==> config.mk <==
export PLATFORM = sky130hd
export DESIGN_NAME = dim_image_map
export DESIGN_NICKNAME = d
export VERILOG_FILES = /design/src/dim_pkg.sv /design/src/dim_image_map.sv /design/src/dim_out_map.sv
export SDC_FILE = /design/constraint.sdc
export NUM_CORES = 1
export LEC_CHECK = 0
export ABC_AREA = 1
export BUFFER_PORTS_ARGS = -buffer_cell sky130_fd_sc_hd__buf_2
export CAP_MARGIN = 0
export CORE_MARGIN = 1.5
export CORE_UTILIZATION = 36
export DETAILED_ROUTE_END_ITERATION = 12
export PLACE_DENSITY = 0.83
export SLEW_MARGIN = 20
export SYNTH_ARGS = -nofsm -noshare
export SYNTH_HDL_FRONTEND = slang
export SYNTH_HIERARCHICAL = 1
export SYNTH_SLANG_ARGS = --single-unit
==> constraint.sdc <==
create_clock -name sys_clk -period 0.8 [get_ports sys_clk]
set_input_delay 0 -clock sys_clk [delete_from_list [all_inputs] [get_ports sys_clk]]
set_output_delay 0 -clock sys_clk [all_outputs]
set_load 0.05 [all_outputs]
==> src/dim_pkg.sv <==
`default_nettype none
package dim_pkg;
   // ***************************************
   // Image geometry
   // ***************************************
   localparam int IMG_BYTE_W = 8;
   localparam int IN16_W = 16;
   localparam int IN16_LO_LSB = 0;
   localparam int IN16_HI_LSB = 8;
   localparam int CH_SINGLE = 1;
   localparam int CH_DUAL = 2;
   localparam int CH_QUAD = 4;
   // ***************************************
   // Bit positions
   // ***************************************
   localparam int MANUAL_BIT = 0;
   localparam int CODE_W = 2;
   localparam int CODE_CH1_LSB = 0;
   localparam int CODE_CH2_LSB = 2;
   // ***************************************
   // Fault codes and reset values
   // ***************************************
   localparam logic [1:0] CODE_NORMAL = 2'h0;
   localparam logic [1:0] CODE_OPEN_LOAD = 2'h1;
   localparam logic [1:0] CODE_SHORT_GND = 2'h2;
   localparam logic [7:0] BYTE_RESET = 8'h00;
   localparam logic [15:0] WORD_RESET = 16'h0000;
endpackage : dim_pkg
`default_nettype wire

==> src/dim_image_map.sv <==
// Functional notes
// - Sixteen inputs: channels 1-8 in bits 0-7, channels 9-16 in bits 8-15.
// - Every output channel follows exactly one control bit of the output image.
// - Diagnostic bits of output modules appear in the input image only.
// - Single output uses bit 0, ignores bit 1, returns manual flag in bit 0.
// - Plain dual output: channel 1 from bit 0, channel 2 from bit 1.
// - Single-flag diagnostic sets on overload, short circuit or broken wire.
// - Dual single-flag diagnostic: channel 1 flag bit 0, channel 2 bit 1.
// - Coded variant gives each channel a two-bit fault code.
// - Channel 1 code in bits 1:0, channel 2 in bits 3:2.
// - Code 00 normal, 01 open load or short to supply, 10 short to ground.
// - Quad output: channels 1-4 from bits 0-3.
`default_nettype none
module dim_image_map
   import dim_pkg::*;
(
   input wire logic sys_clk,
   input wire logic rst_n,
   input wire logic [IN16_W-1:0] input_channel_bit,
   output logic [IN16_W-1:0] in16_img_r,
   input wire logic [IMG_BYTE_W-1:0] s1_out_img,
   input wire logic s1_manual,
   output logic s1_chan_r,
   output logic [IMG_BYTE_W-1:0] s1_in_img_r,
   input wire logic [IMG_BYTE_W-1:0] p2_out_img,
   output logic [CH_DUAL-1:0] p2_chan_r,
   input wire logic [IMG_BYTE_W-1:0] f2_out_img,
   input wire logic [CH_DUAL-1:0] f2_overload,
   input wire logic [CH_DUAL-1:0] f2_short,
   input wire logic [CH_DUAL-1:0] f2_wire_break,
   output logic [CH_DUAL-1:0] f2_chan_r,
   output logic [IMG_BYTE_W-1:0] f2_in_img_r,
   input wire logic [IMG_BYTE_W-1:0] c2_out_img,
   input wire logic [CH_DUAL-1:0] c2_open_load,
   input wire logic [CH_DUAL-1:0] c2_short_gnd,
   output logic [CH_DUAL-1:0] c2_chan_r,
   output logic [IMG_BYTE_W-1:0] c2_in_img_r,
   input wire logic [IMG_BYTE_W-1:0] q4_out_img,
   output logic [CH_QUAD-1:0] q4_chan_r
);
   // ***************************************
   // Sixteen channel input image
   // ***************************************
   // byte split of inputs
   wire logic [IN16_W-1:0] in16_img_nxt = {input_channel_bit[IN16_HI_LSB +: 8],
                                           input_channel_bit[IN16_LO_LSB +: 8]};

   always_ff @(posedge sys_clk) begin
      if (!rst_n) begin
         in16_img_r <= WORD_RESET;
      end else begin
         in16_img_r <= in16_img_nxt;
      end
   end

   // ***************************************
   // Single output with manual flag
   // ***************************************
   // manual flag bit 0
   wire logic [IMG_BYTE_W-1:0] s1_in_img_nxt = {7'h00, s1_manual};

   always_ff @(posedge sys_clk) begin
      if (!rst_n) begin
         s1_in_img_r <= BYTE_RESET;
      end else begin
         s1_in_img_r <= s1_in_img_nxt;
      end
   end

   wire logic [CH_SINGLE-1:0] s1_chan_vec;

   dim_out_map #(.N_CH(CH_SINGLE)) u_s1 (
      .sys_clk(sys_clk),
      .rst_n(rst_n),
      .out_img(s1_out_img),
      .chan_r(s1_chan_vec)
   );

   // Direct wire of a flop output
   assign s1_chan_r = s1_chan_vec[0];

   // ***************************************
   // Plain dual and quad outputs
   // ***************************************
   // dual channel map
   dim_out_map #(.N_CH(CH_DUAL)) u_p2 (
      .sys_clk(sys_clk),
      .rst_n(rst_n),
      .out_img(p2_out_img),
      .chan_r(p2_chan_r)
   );

   dim_out_map #(.N_CH(CH_QUAD)) u_q4 (
      .sys_clk(sys_clk),
      .rst_n(rst_n),
      .out_img(q4_out_img),
      .chan_r(q4_chan_r)
   );

   // ***************************************
   // Dual output with one flag per channel
   // ***************************************
   // any fault raises flag
   wire logic [CH_DUAL-1:0] f2_flag = f2_overload | f2_short | f2_wire_break;
   wire logic [IMG_BYTE_W-1:0] f2_in_img_nxt = {6'h00, f2_flag};

   always_ff @(posedge sys_clk) begin
      if (!rst_n) begin
         f2_in_img_r <= BYTE_RESET;
      end else begin
         f2_in_img_r <= f2_in_img_nxt;
      end
   end

   dim_out_map #(.N_CH(CH_DUAL)) u_f2 (
      .sys_clk(sys_clk),
      .rst_n(rst_n),
      .out_img(f2_out_img),
      .chan_r(f2_chan_r)
   );

   // ***************************************
   // Dual output with two-bit codes
   // ***************************************
   // code encoding
   // Ground short is the harder fault, so it wins; 11 is never sent
   wire logic [CODE_W-1:0] c2_code1 = c2_short_gnd[0] ? CODE_SHORT_GND :
                                      c2_open_load[0] ? CODE_OPEN_LOAD : CODE_NORMAL;
   wire logic [CODE_W-1:0] c2_code2 = c2_short_gnd[1] ? CODE_SHORT_GND :
                                      c2_open_load[1] ? CODE_OPEN_LOAD : CODE_NORMAL;
   wire logic [IMG_BYTE_W-1:0] c2_in_img_nxt = {4'h0, c2_code2, c2_code1};

   always_ff @(posedge sys_clk) begin
      if (!rst_n) begin
         c2_in_img_r <= BYTE_RESET;
      end else begin
         c2_in_img_r <= c2_in_img_nxt;
      end
   end

   dim_out_map #(.N_CH(CH_DUAL)) u_c2 (
      .sys_clk(sys_clk),
      .rst_n(rst_n),
      .out_img(c2_out_img),
      .chan_r(c2_chan_r)
   );

   // ***************************************
   // Checks
   // ***************************************
   in16_byte_map_a: assert property (@(posedge sys_clk) disable iff (!rst_n)
      $past(rst_n) |-> (in16_img_r[15:8] == $past(input_channel_bit[15:8])) &&
                       (in16_img_r[7:0] == $past(input_channel_bit[7:0])))
      else $error("sixteen channel image misplaced");
   manual_flag_map_a: assert property (@(posedge sys_clk) disable iff (!rst_n)
      $past(rst_n) |-> s1_in_img_r == {7'h00, $past(s1_manual)})
      else $error("manual flag wrong");
   single_ch_ignore_a: assert property (@(posedge sys_clk) disable iff (!rst_n)
      $past(rst_n) |-> s1_chan_r == $past(s1_out_img[0]))
      else $error("single channel not from bit 0");
   flag_fault_map_a: assert property (@(posedge sys_clk) disable iff (!rst_n)
      $past(rst_n) |-> f2_in_img_r[1:0] ==
         $past(f2_overload | f2_short | f2_wire_break))
      else $error("fault flag wrong");
   flag_upper_zero_a: assert property (@(posedge sys_clk) disable iff (!rst_n)
      f2_in_img_r[7:2] == 6'h00 && c2_in_img_r[7:4] == 4'h0 && s1_in_img_r[7:1] == 7'h00)
      else $error("unused input bits not zero");
   code_normal_a: assert property (@(posedge sys_clk) disable iff (!rst_n)
      (c2_short_gnd == 2'h0 && c2_open_load == 2'h0) |=> c2_in_img_r[3:0] == 4'h0)
      else $error("code not normal");
   code_ch2_gnd_a: assert property (@(posedge sys_clk) disable iff (!rst_n)
      c2_short_gnd[1] |=> c2_in_img_r[3:2] == 2'h2)
      else $error("channel 2 code misplaced");
   code_ch1_open_a: assert property (@(posedge sys_clk) disable iff (!rst_n)
      (c2_open_load[0] && !c2_short_gnd[0]) |=> c2_in_img_r[1:0] == 2'h1)
      else $error("channel 1 open load code wrong");
   quad_ch_map_a: assert property (@(posedge sys_clk) disable iff (!rst_n)
      $past(rst_n) |-> q4_chan_r == $past(q4_out_img[3:0]))
      else $error("quad channels misplaced");

   // ***************************************
   // Input image per bit
   // ***************************************
   in16_ch1_bit_a: assert property (@(posedge sys_clk) disable iff (!rst_n)
      $past(rst_n) |-> in16_img_r[0] == $past(input_channel_bit[0]))
      else $error("channel 1 not in bit 0");

   in16_ch8_bit_a: assert property (@(posedge sys_clk) disable iff (!rst_n)
      $past(rst_n) |-> in16_img_r[7] == $past(input_channel_bit[7]))
      else $error("channel 8 not in bit 7");

   in16_ch9_bit_a: assert property (@(posedge sys_clk) disable iff (!rst_n)
      $past(rst_n) |-> in16_img_r[8] == $past(input_channel_bit[8]))
      else $error("channel 9 not in bit 8");

   in16_ch16_bit_a: assert property (@(posedge sys_clk) disable iff (!rst_n)
      $past(rst_n) |-> in16_img_r[15] == $past(input_channel_bit[15]))
      else $error("channel 16 not in bit 15");

   in16_hold_a: assert property (@(posedge sys_clk) disable iff (!rst_n)
      ($past(rst_n) && $stable(input_channel_bit)) |=> $stable(in16_img_r))
      else $error("input image moved without an input change");

   // ***************************************
   // Output channel controls
   // ***************************************
   plain_dual_map_a: assert property (@(posedge sys_clk) disable iff (!rst_n)
      $past(rst_n) |-> p2_chan_r == $past(p2_out_img[1:0]))
      else $error("plain dual channels misplaced");

   plain_ch2_bit_a: assert property (@(posedge sys_clk) disable iff (!rst_n)
      $past(rst_n) |-> p2_chan_r[1] == $past(p2_out_img[1]))
      else $error("plain channel 2 not from bit 1");

   diag_dual_ctrl_a: assert property (@(posedge sys_clk) disable iff (!rst_n)
      $past(rst_n) |-> f2_chan_r == $past(f2_out_img[1:0]))
      else $error("flag module controls misplaced");

   coded_dual_ctrl_a: assert property (@(posedge sys_clk) disable iff (!rst_n)
      $past(rst_n) |-> c2_chan_r == $past(c2_out_img[1:0]))
      else $error("coded module controls misplaced");

   coded_ctrl_ignore_a: assert property (@(posedge sys_clk) disable iff (!rst_n)
      ($past(rst_n) && $stable(c2_out_img[1:0])) |=> $stable(c2_chan_r))
      else $error("unused coded output bit changed a channel");

   single_bit1_ignore_a: assert property (@(posedge sys_clk) disable iff (!rst_n)
      ($past(rst_n) && $stable(s1_out_img[0])) |=> $stable(s1_chan_r))
      else $error("single channel moved by an ignored bit");

   quad_ch1_bit_a: assert property (@(posedge sys_clk) disable iff (!rst_n)
      $past(rst_n) |-> q4_chan_r[0] == $past(q4_out_img[0]))
      else $error("quad channel 1 not from bit 0");

   quad_ch4_bit_a: assert property (@(posedge sys_clk) disable iff (!rst_n)
      $past(rst_n) |-> q4_chan_r[3] == $past(q4_out_img[3]))
      else $error("quad channel 4 not from bit 3");

   // ***************************************
   // Single flag diagnostics
   // ***************************************
   flag_ch1_place_a: assert property (@(posedge sys_clk) disable iff (!rst_n)
      $past(rst_n) |-> f2_in_img_r[0] == $past(f2_overload[0] | f2_short[0] | f2_wire_break[0]))
      else $error("channel 1 flag not in bit 0");

   flag_ch2_place_a: assert property (@(posedge sys_clk) disable iff (!rst_n)
      $past(rst_n) |-> f2_in_img_r[1] == $past(f2_overload[1] | f2_short[1] | f2_wire_break[1]))
      else $error("channel 2 flag not in bit 1");

   flag_overload_set_a: assert property (@(posedge sys_clk) disable iff (!rst_n)
      f2_overload[0] |=> f2_in_img_r[0])
      else $error("overload did not raise flag");

   flag_short_set_a: assert property (@(posedge sys_clk) disable iff (!rst_n)
      f2_short[1] |=> f2_in_img_r[1])
      else $error("short circuit did not raise flag");

   flag_break_set_a: assert property (@(posedge sys_clk) disable iff (!rst_n)
      f2_wire_break[0] |=> f2_in_img_r[0])
      else $error("broken wire did not raise flag");

   flag_clear_a: assert property (@(posedge sys_clk) disable iff (!rst_n)
      (f2_overload == 2'h0 && f2_short == 2'h0 && f2_wire_break == 2'h0) |=> f2_in_img_r == BYTE_RESET)
      else $error("flag set without a fault");

   diag_not_ctrl_a: assert property (@(posedge sys_clk) disable iff (!rst_n)
      ($past(rst_n) && $stable(f2_out_img[1:0])) |=> $stable(f2_chan_r))
      else $error("diagnostics leaked into the channel controls");

   // ***************************************
   // Coded diagnostics and manual flag
   // ***************************************
   code_ch1_gnd_a: assert property (@(posedge sys_clk) disable iff (!rst_n)
      c2_short_gnd[0] |=> c2_in_img_r[1:0] == CODE_SHORT_GND)
      else $error("channel 1 ground code wrong");

   code_ch2_open_a: assert property (@(posedge sys_clk) disable iff (!rst_n)
      (c2_open_load[1] && !c2_short_gnd[1]) |=> c2_in_img_r[3:2] == CODE_OPEN_LOAD)
      else $error("channel 2 open load code wrong");

   code_ch1_normal_a: assert property (@(posedge sys_clk) disable iff (!rst_n)
      (!c2_open_load[0] && !c2_short_gnd[0]) |=> c2_in_img_r[1:0] == CODE_NORMAL)
      else $error("channel 1 code not normal");

   code_ch2_normal_a: assert property (@(posedge sys_clk) disable iff (!rst_n)
      (!c2_open_load[1] && !c2_short_gnd[1]) |=> c2_in_img_r[3:2] == CODE_NORMAL)
      else $error("channel 2 code not normal");

   code_never_three_a: assert property (@(posedge sys_clk) disable iff (!rst_n)
      c2_in_img_r[1:0] != 2'h3 && c2_in_img_r[3:2] != 2'h3)
      else $error("undefined fault code");

   manual_bit_place_a: assert property (@(posedge sys_clk) disable iff (!rst_n)
      $past(rst_n) |-> s1_in_img_r[MANUAL_BIT] == $past(s1_manual))
      else $error("manual flag not in bit 0");
endmodule : dim_image_map
`default_nettype wire

==> src/dim_out_map.sv <==
`default_nettype none
module dim_out_map
   import dim_pkg::*;
#(
   parameter int N_CH = 2
) (
   input wire logic sys_clk,
   input wire logic rst_n,
   input wire logic [IMG_BYTE_W-1:0] out_img,
   output logic [N_CH-1:0] chan_r
);
   // ***************************************
   // Channel control
   // ***************************************
   // upper bits ignored
   wire logic [N_CH-1:0] chan_nxt = out_img[N_CH-1:0];

   always_ff @(posedge sys_clk) begin
      if (!rst_n) begin
         chan_r <= BYTE_RESET[N_CH-1:0];
      end else begin
         chan_r <= chan_nxt;
      end
   end

   // ***************************************
   // Checks
   // ***************************************
   ctrl_bit_follow_a: assert property (@(posedge sys_clk) disable iff (!rst_n)
      $past(rst_n) |-> chan_r == $past(out_img[N_CH-1:0]))
      else $error("channel does not follow its control bit");
   unused_bits_ignored_a: assert property (@(posedge sys_clk) disable iff (!rst_n)
      ($past(rst_n) && $stable(out_img[N_CH-1:0])) |=> $stable(chan_r))
      else $error("unused output bit changed a channel");
endmodule : dim_out_map
`default_nettype wire

After elaboration in Yosys (flattened, before gate mapping):

Cells that the tools add are included.

* register bits: 51
* bits in latches: 0
* memory bits (writable): 0
* bits in read-only memories: 0
* bits of input ports: 69
* word-level logic and storage cells: 23
* memories kept: 0

* add/sub/neg operators: 0
* multiply operators: 0
* div/mod/pow operators: 0
* $lt $le $gt $ge: 0
* eq/ne operators: 0
* shifts and indexed selects: 0
* muxes and demuxes: 4
* bitwise logic cells: 3
* reduce and logical (&&, ||, !) cells: 2

Operators with widths (number)
* two-way mux 2 bit: 2
* bitwise OR 2 bit: 2
* OR reduction 2 bit: 2
* two-way mux 1 bit: 2
* inverter 1 bit: 1

Depth between registers and ports, before layout:

* depth after elaboration: 2
* mapped depth: 3
* mapped depth without buffers: 2

Modules after synthesis:

The synthesis kept the hierarchy.

By module, submodules not included
* dim_image_map: times used 1, cells each 92, area each 802.0 um^2, sequential area each 460.4 um^2
* dim_out_map (u_c2 ...): times used 3, cells each 6, area each 55.1 um^2, sequential area each 40.0 um^2
* dim_out_map (u_q4): times used 1, cells each 12, area each 110.1 um^2, sequential area each 80.1 um^2
* dim_out_map (u_s1): times used 1, cells each 3, area each 27.5 um^2, sequential area each 20.0 um^2

Worst setup path before layout:

Ideal clock, no wire load.

* path kind: reg-to-output
* from: reg u_c2.chan_r[0]
* to: out c2_chan_r[0]
* arrival: 0.587 ns
* required time: 0.800 ns
* slack: 0.213 ns
* stages on the path, launching flop included: 1
* cell sequence: dfxtp_1

RTL lines
* start: declaration: RTL line dim_out_map.sv:10 `output logic [N_CH-1:0] chan_r`
* start signal: assignment: RTL line dim_out_map.sv:20 `chan_r <= BYTE_RESET[N_CH-1:0];`
* start signal: assignment: RTL line dim_out_map.sv:22 `chan_r <= chan_nxt;`
* end: declaration: RTL line dim_image_map.sv:36 `output logic [CH_DUAL-1:0] c2_chan_r,`

No word-level cell between the ends.

Worst setup path after layout:

* from: reg f2_in_img_r[1]
* to: out f2_in_img_r[1]

RTL lines
* start: declaration: RTL line dim_image_map.sv:32 `output logic [IMG_BYTE_W-1:0] f2_in_img_r,`
* start signal: assignment: RTL line dim_image_map.sv:111 `f2_in_img_r <= f2_in_img_nxt;`

No word-level cell between the ends.

==> qor.yml <==
gate_count_post_synth: 125
synth.top_cell.area_share_pct: 61.6
globalRouteTotalUtil_pct: 19.3
critical-path-slowest-cell: "sky130_fd_sc_hd__dfxtp_2"
detail_route.vias_per_cell: 4.12
hold_violations: 0
detail_route.drc_violations: 0
final.setup.worst_slack_ps: -14.0
timing.critical_path.to: "f2_in_img_r[1]"
min_from: "rst_n"
power.sequential.fraction_pct: 47.4
outcome: "finished with violations"
startpoint: "f2_in_img_r[1]"
critical-path-top-delay-family: "flip-flops"
cp_cell_sequence: "buf_8"
synth.ff_latch_count: 34
holdCritPathClass: "primary input to register"
drt-wirelength-per-cell_um: 13.1
finalInstanceArea_sq_um: 2210
cp.depth: 1
post_synthesis_sequential_area_ratio_pct: 61.6
gpl.final_weighted_congestion: 0.640
p_comb_share_pct: 28.4
num-nets-final: 309
initial_core_utilization_pct: 39.1
post-cts-setup-buffer-count: 0
yosysTopAreaCell: "sky130_fd_sc_hd__dfxtp_1"
floorplan.core_area_sq_um: 2830
cts-htree-levels: 2
syn2layout_area_growth_pct: 100
commonest_non_fill_non_tap_cell_in_the_layout: "sky130_fd_sc_hd__buf_2"
total_cts_buffers: 5
tritoncts: "yes"
cts.clk_slew.worst_paths_ps: 100
worst_max_slew_pin_slew_ps: 584
final.hold.worst_slack_ps: 165
post_synth.cell_area_avg_sq_um: 8.84
grt_overflow_total: 0
max-vdd-ir-drop_mv: 1.26
synth-warning-count: 6
max_freq_ghz: 1.23
synth.area.top_cells: "sky130_fd_sc_hd__dfxtp_1 (62%), sky130_fd_sc_hd__buf_4 (12%), sky130_fd_sc_hd__inv_1 (11%)"
maximum_clock_path_buffer_count: 2
syn-cell-area_sq_um: 1100
ant_nets: 0
design.portCount: 120
antenna_cells_inserted: 0
detail_route.first_pass.iterations: 4
final_core_utilization_pct: 78.2
layout_cell_share_with_drive_strength_beyond_1_pct: 48.1
setup_viol: 8
p_sw_mw: 1.25
tritoncts_num_sinks: 34
critical_path_arrival_ps: 810
power_switching_share_pct: 32.0
critPathRequiredTime_ps: 800
cts_root_buffer: "sky130_fd_sc_hd__clkbuf_4"
timing.final.max_slew_violations: 0
worst_slew_margin_rel_pct: 61.1
dieHeight_um: 58.4
internal_power_mw: 2.67
max-cap-violations: 0
p_clk_share_pct: 24.2
final.period_utilization_pct: 102
yosysUniqueCellTypes: 10
drtIter0Drc: 30
wirelength_mm: 3.56
grt_start_max_net_pins: 34
grt_setup_unrepaired: "yes"
failing_checks: "setup timing"
p_per_area_nw_per_um2: 1770
timing.final.crit_period_ps: 814
static-leakage-power_nw: 1.26
number_of_antenna_violations_at_the_first_check_in_global_routing: 0
postPlaceCellArea_sq_um: 1420
floorplan.rows: 19
grt_first_pass_wirelength_mm: 4.67
timing.critical_path.to_type: "output port"
crit_path_start_kind: "register"
critical_path_class: "register to output port"
vias_in_the_first_global_route: 1051
die-area_sq_um: 3410
portBuffers: 73
die_w_um: 58.4
post-dp-hpwl_mm: 1.43
timing.critical_path.buf_inv: 1
critPathMaxStageDelay_ps: 350
route.vias.total: 1121
worst-path-max-fanout: 1
layout_common_cells: "sky130_fd_sc_hd__buf_2 (39), sky130_fd_sc_hd__dlygate4sd3_1 (38), sky130_fd_sc_hd__dfxtp_2 (34), sky130_fd_sc_hd__inv_1 (33), sky130_fd_sc_hd__nand2_1 (31)"
[cell families (layout without fill, tap and decap cells)]
logic type      after synthesis  in the layout  synth area share [%]
other cells                   1             17                 0.339
compound gates                2              2                 0.906
buf+inv                      52            152                  24.5
simple gates                 36             36                  12.7
flops                        34             34                  61.6
[cell usage after synthesis]
cell type                 number
sky130_fd_sc_hd__nand2_1      31
sky130_fd_sc_hd__conb_1        1
sky130_fd_sc_hd__dfxtp_1      34
sky130_fd_sc_hd__nor2_1        3
sky130_fd_sc_hd__nand2_2       1
sky130_fd_sc_hd__nor2_2        1
sky130_fd_sc_hd__buf_4        18
sky130_fd_sc_hd__buf_6         1
sky130_fd_sc_hd__inv_1        33
sky130_fd_sc_hd__a21oi_1       2
[stage by stage]
stage	setup WS, ps	total power, mW	setup TNS [ps]	cells
after global placement	19.0	2.61	0	226
after global routing	-46.4	4.07	-1030	272
after detailed placement	9.04	2.62	0	226
after floorplan	213	2.49	0	141
final	-14.0	3.92	-48.5	272
after CTS	-31.2	3.87	-649	272
[worst min-delay path by stage]
stage                endpoint  slack (ps)  cells after the start
4_1_cts        u_q4/chan_r[0]         140                      3
2_1_floorplan  c2_in_img_r[0]          70                      1
3_5_place_dp   u_f2/chan_r[0]         180                      3
6_report       u_q4/chan_r[0]         170                      3
3_3_place_gp   c2_in_img_r[2]         170                      2
5_1_grt        u_q4/chan_r[0]         190                      3
[layout make-up]
| class | instances | area [sq um] |
|---|---|---|
| clock buffers | 7 | 55.1 |
| clock inverters | 1 | 5.00 |
| repair buffers | 111 | 1050 |
| well taps | 31 | 38.8 |
| multi-input cells | 55 | 214 |
| inverters | 33 | 124 |
| flip-flops and latches | 34 | 723 |
| fillers | 158 | 617 |
[registers in the layout, indices dropped and copies added, names as in the netlist]
name	count
u_p2/chan_r	2
c2_in_img_r	4
s1_in_img_r	1
u_q4/chan_r	4
u_s1/chan_r	1
in16_img_r	16
f2_in_img_r	2
u_f2/chan_r	2
u_c2/chan_r	2
[routing by layer]
metal  global-route usage (%)  vias to the layer above  share of wire, %
met5                        0                        -                 0
met4                     9.63                        0               2.6
met3                     8.13                        8               8.3
met2                     36.0                       72                54
met1                     17.8                      505                35
li1                         -                      536                 -
[power groups by stage]
stage | Sequential [mW] | Combinational (mW) | Clock [mW]
5_1_grt | 1.86 | 1.16 | 1.04
3_3_place_gp | 1.84 | 0.769 | 0
4_1_cts | 1.84 | 1.04 | 0.982
3_5_place_dp | 1.84 | 0.775 | 0
2_1_floorplan | 2.17 | 0.320 | 0
6_report | 1.86 | 1.11 | 0.948
[repair_timing]
item	CTS	global route
gates resized for setup	109	18
endpoints found under the hold margin	34	0
endpoints found under the setup margin	34	34
hold buffers	38	0
Note: power is estimated with default switching activity, not from simulation.
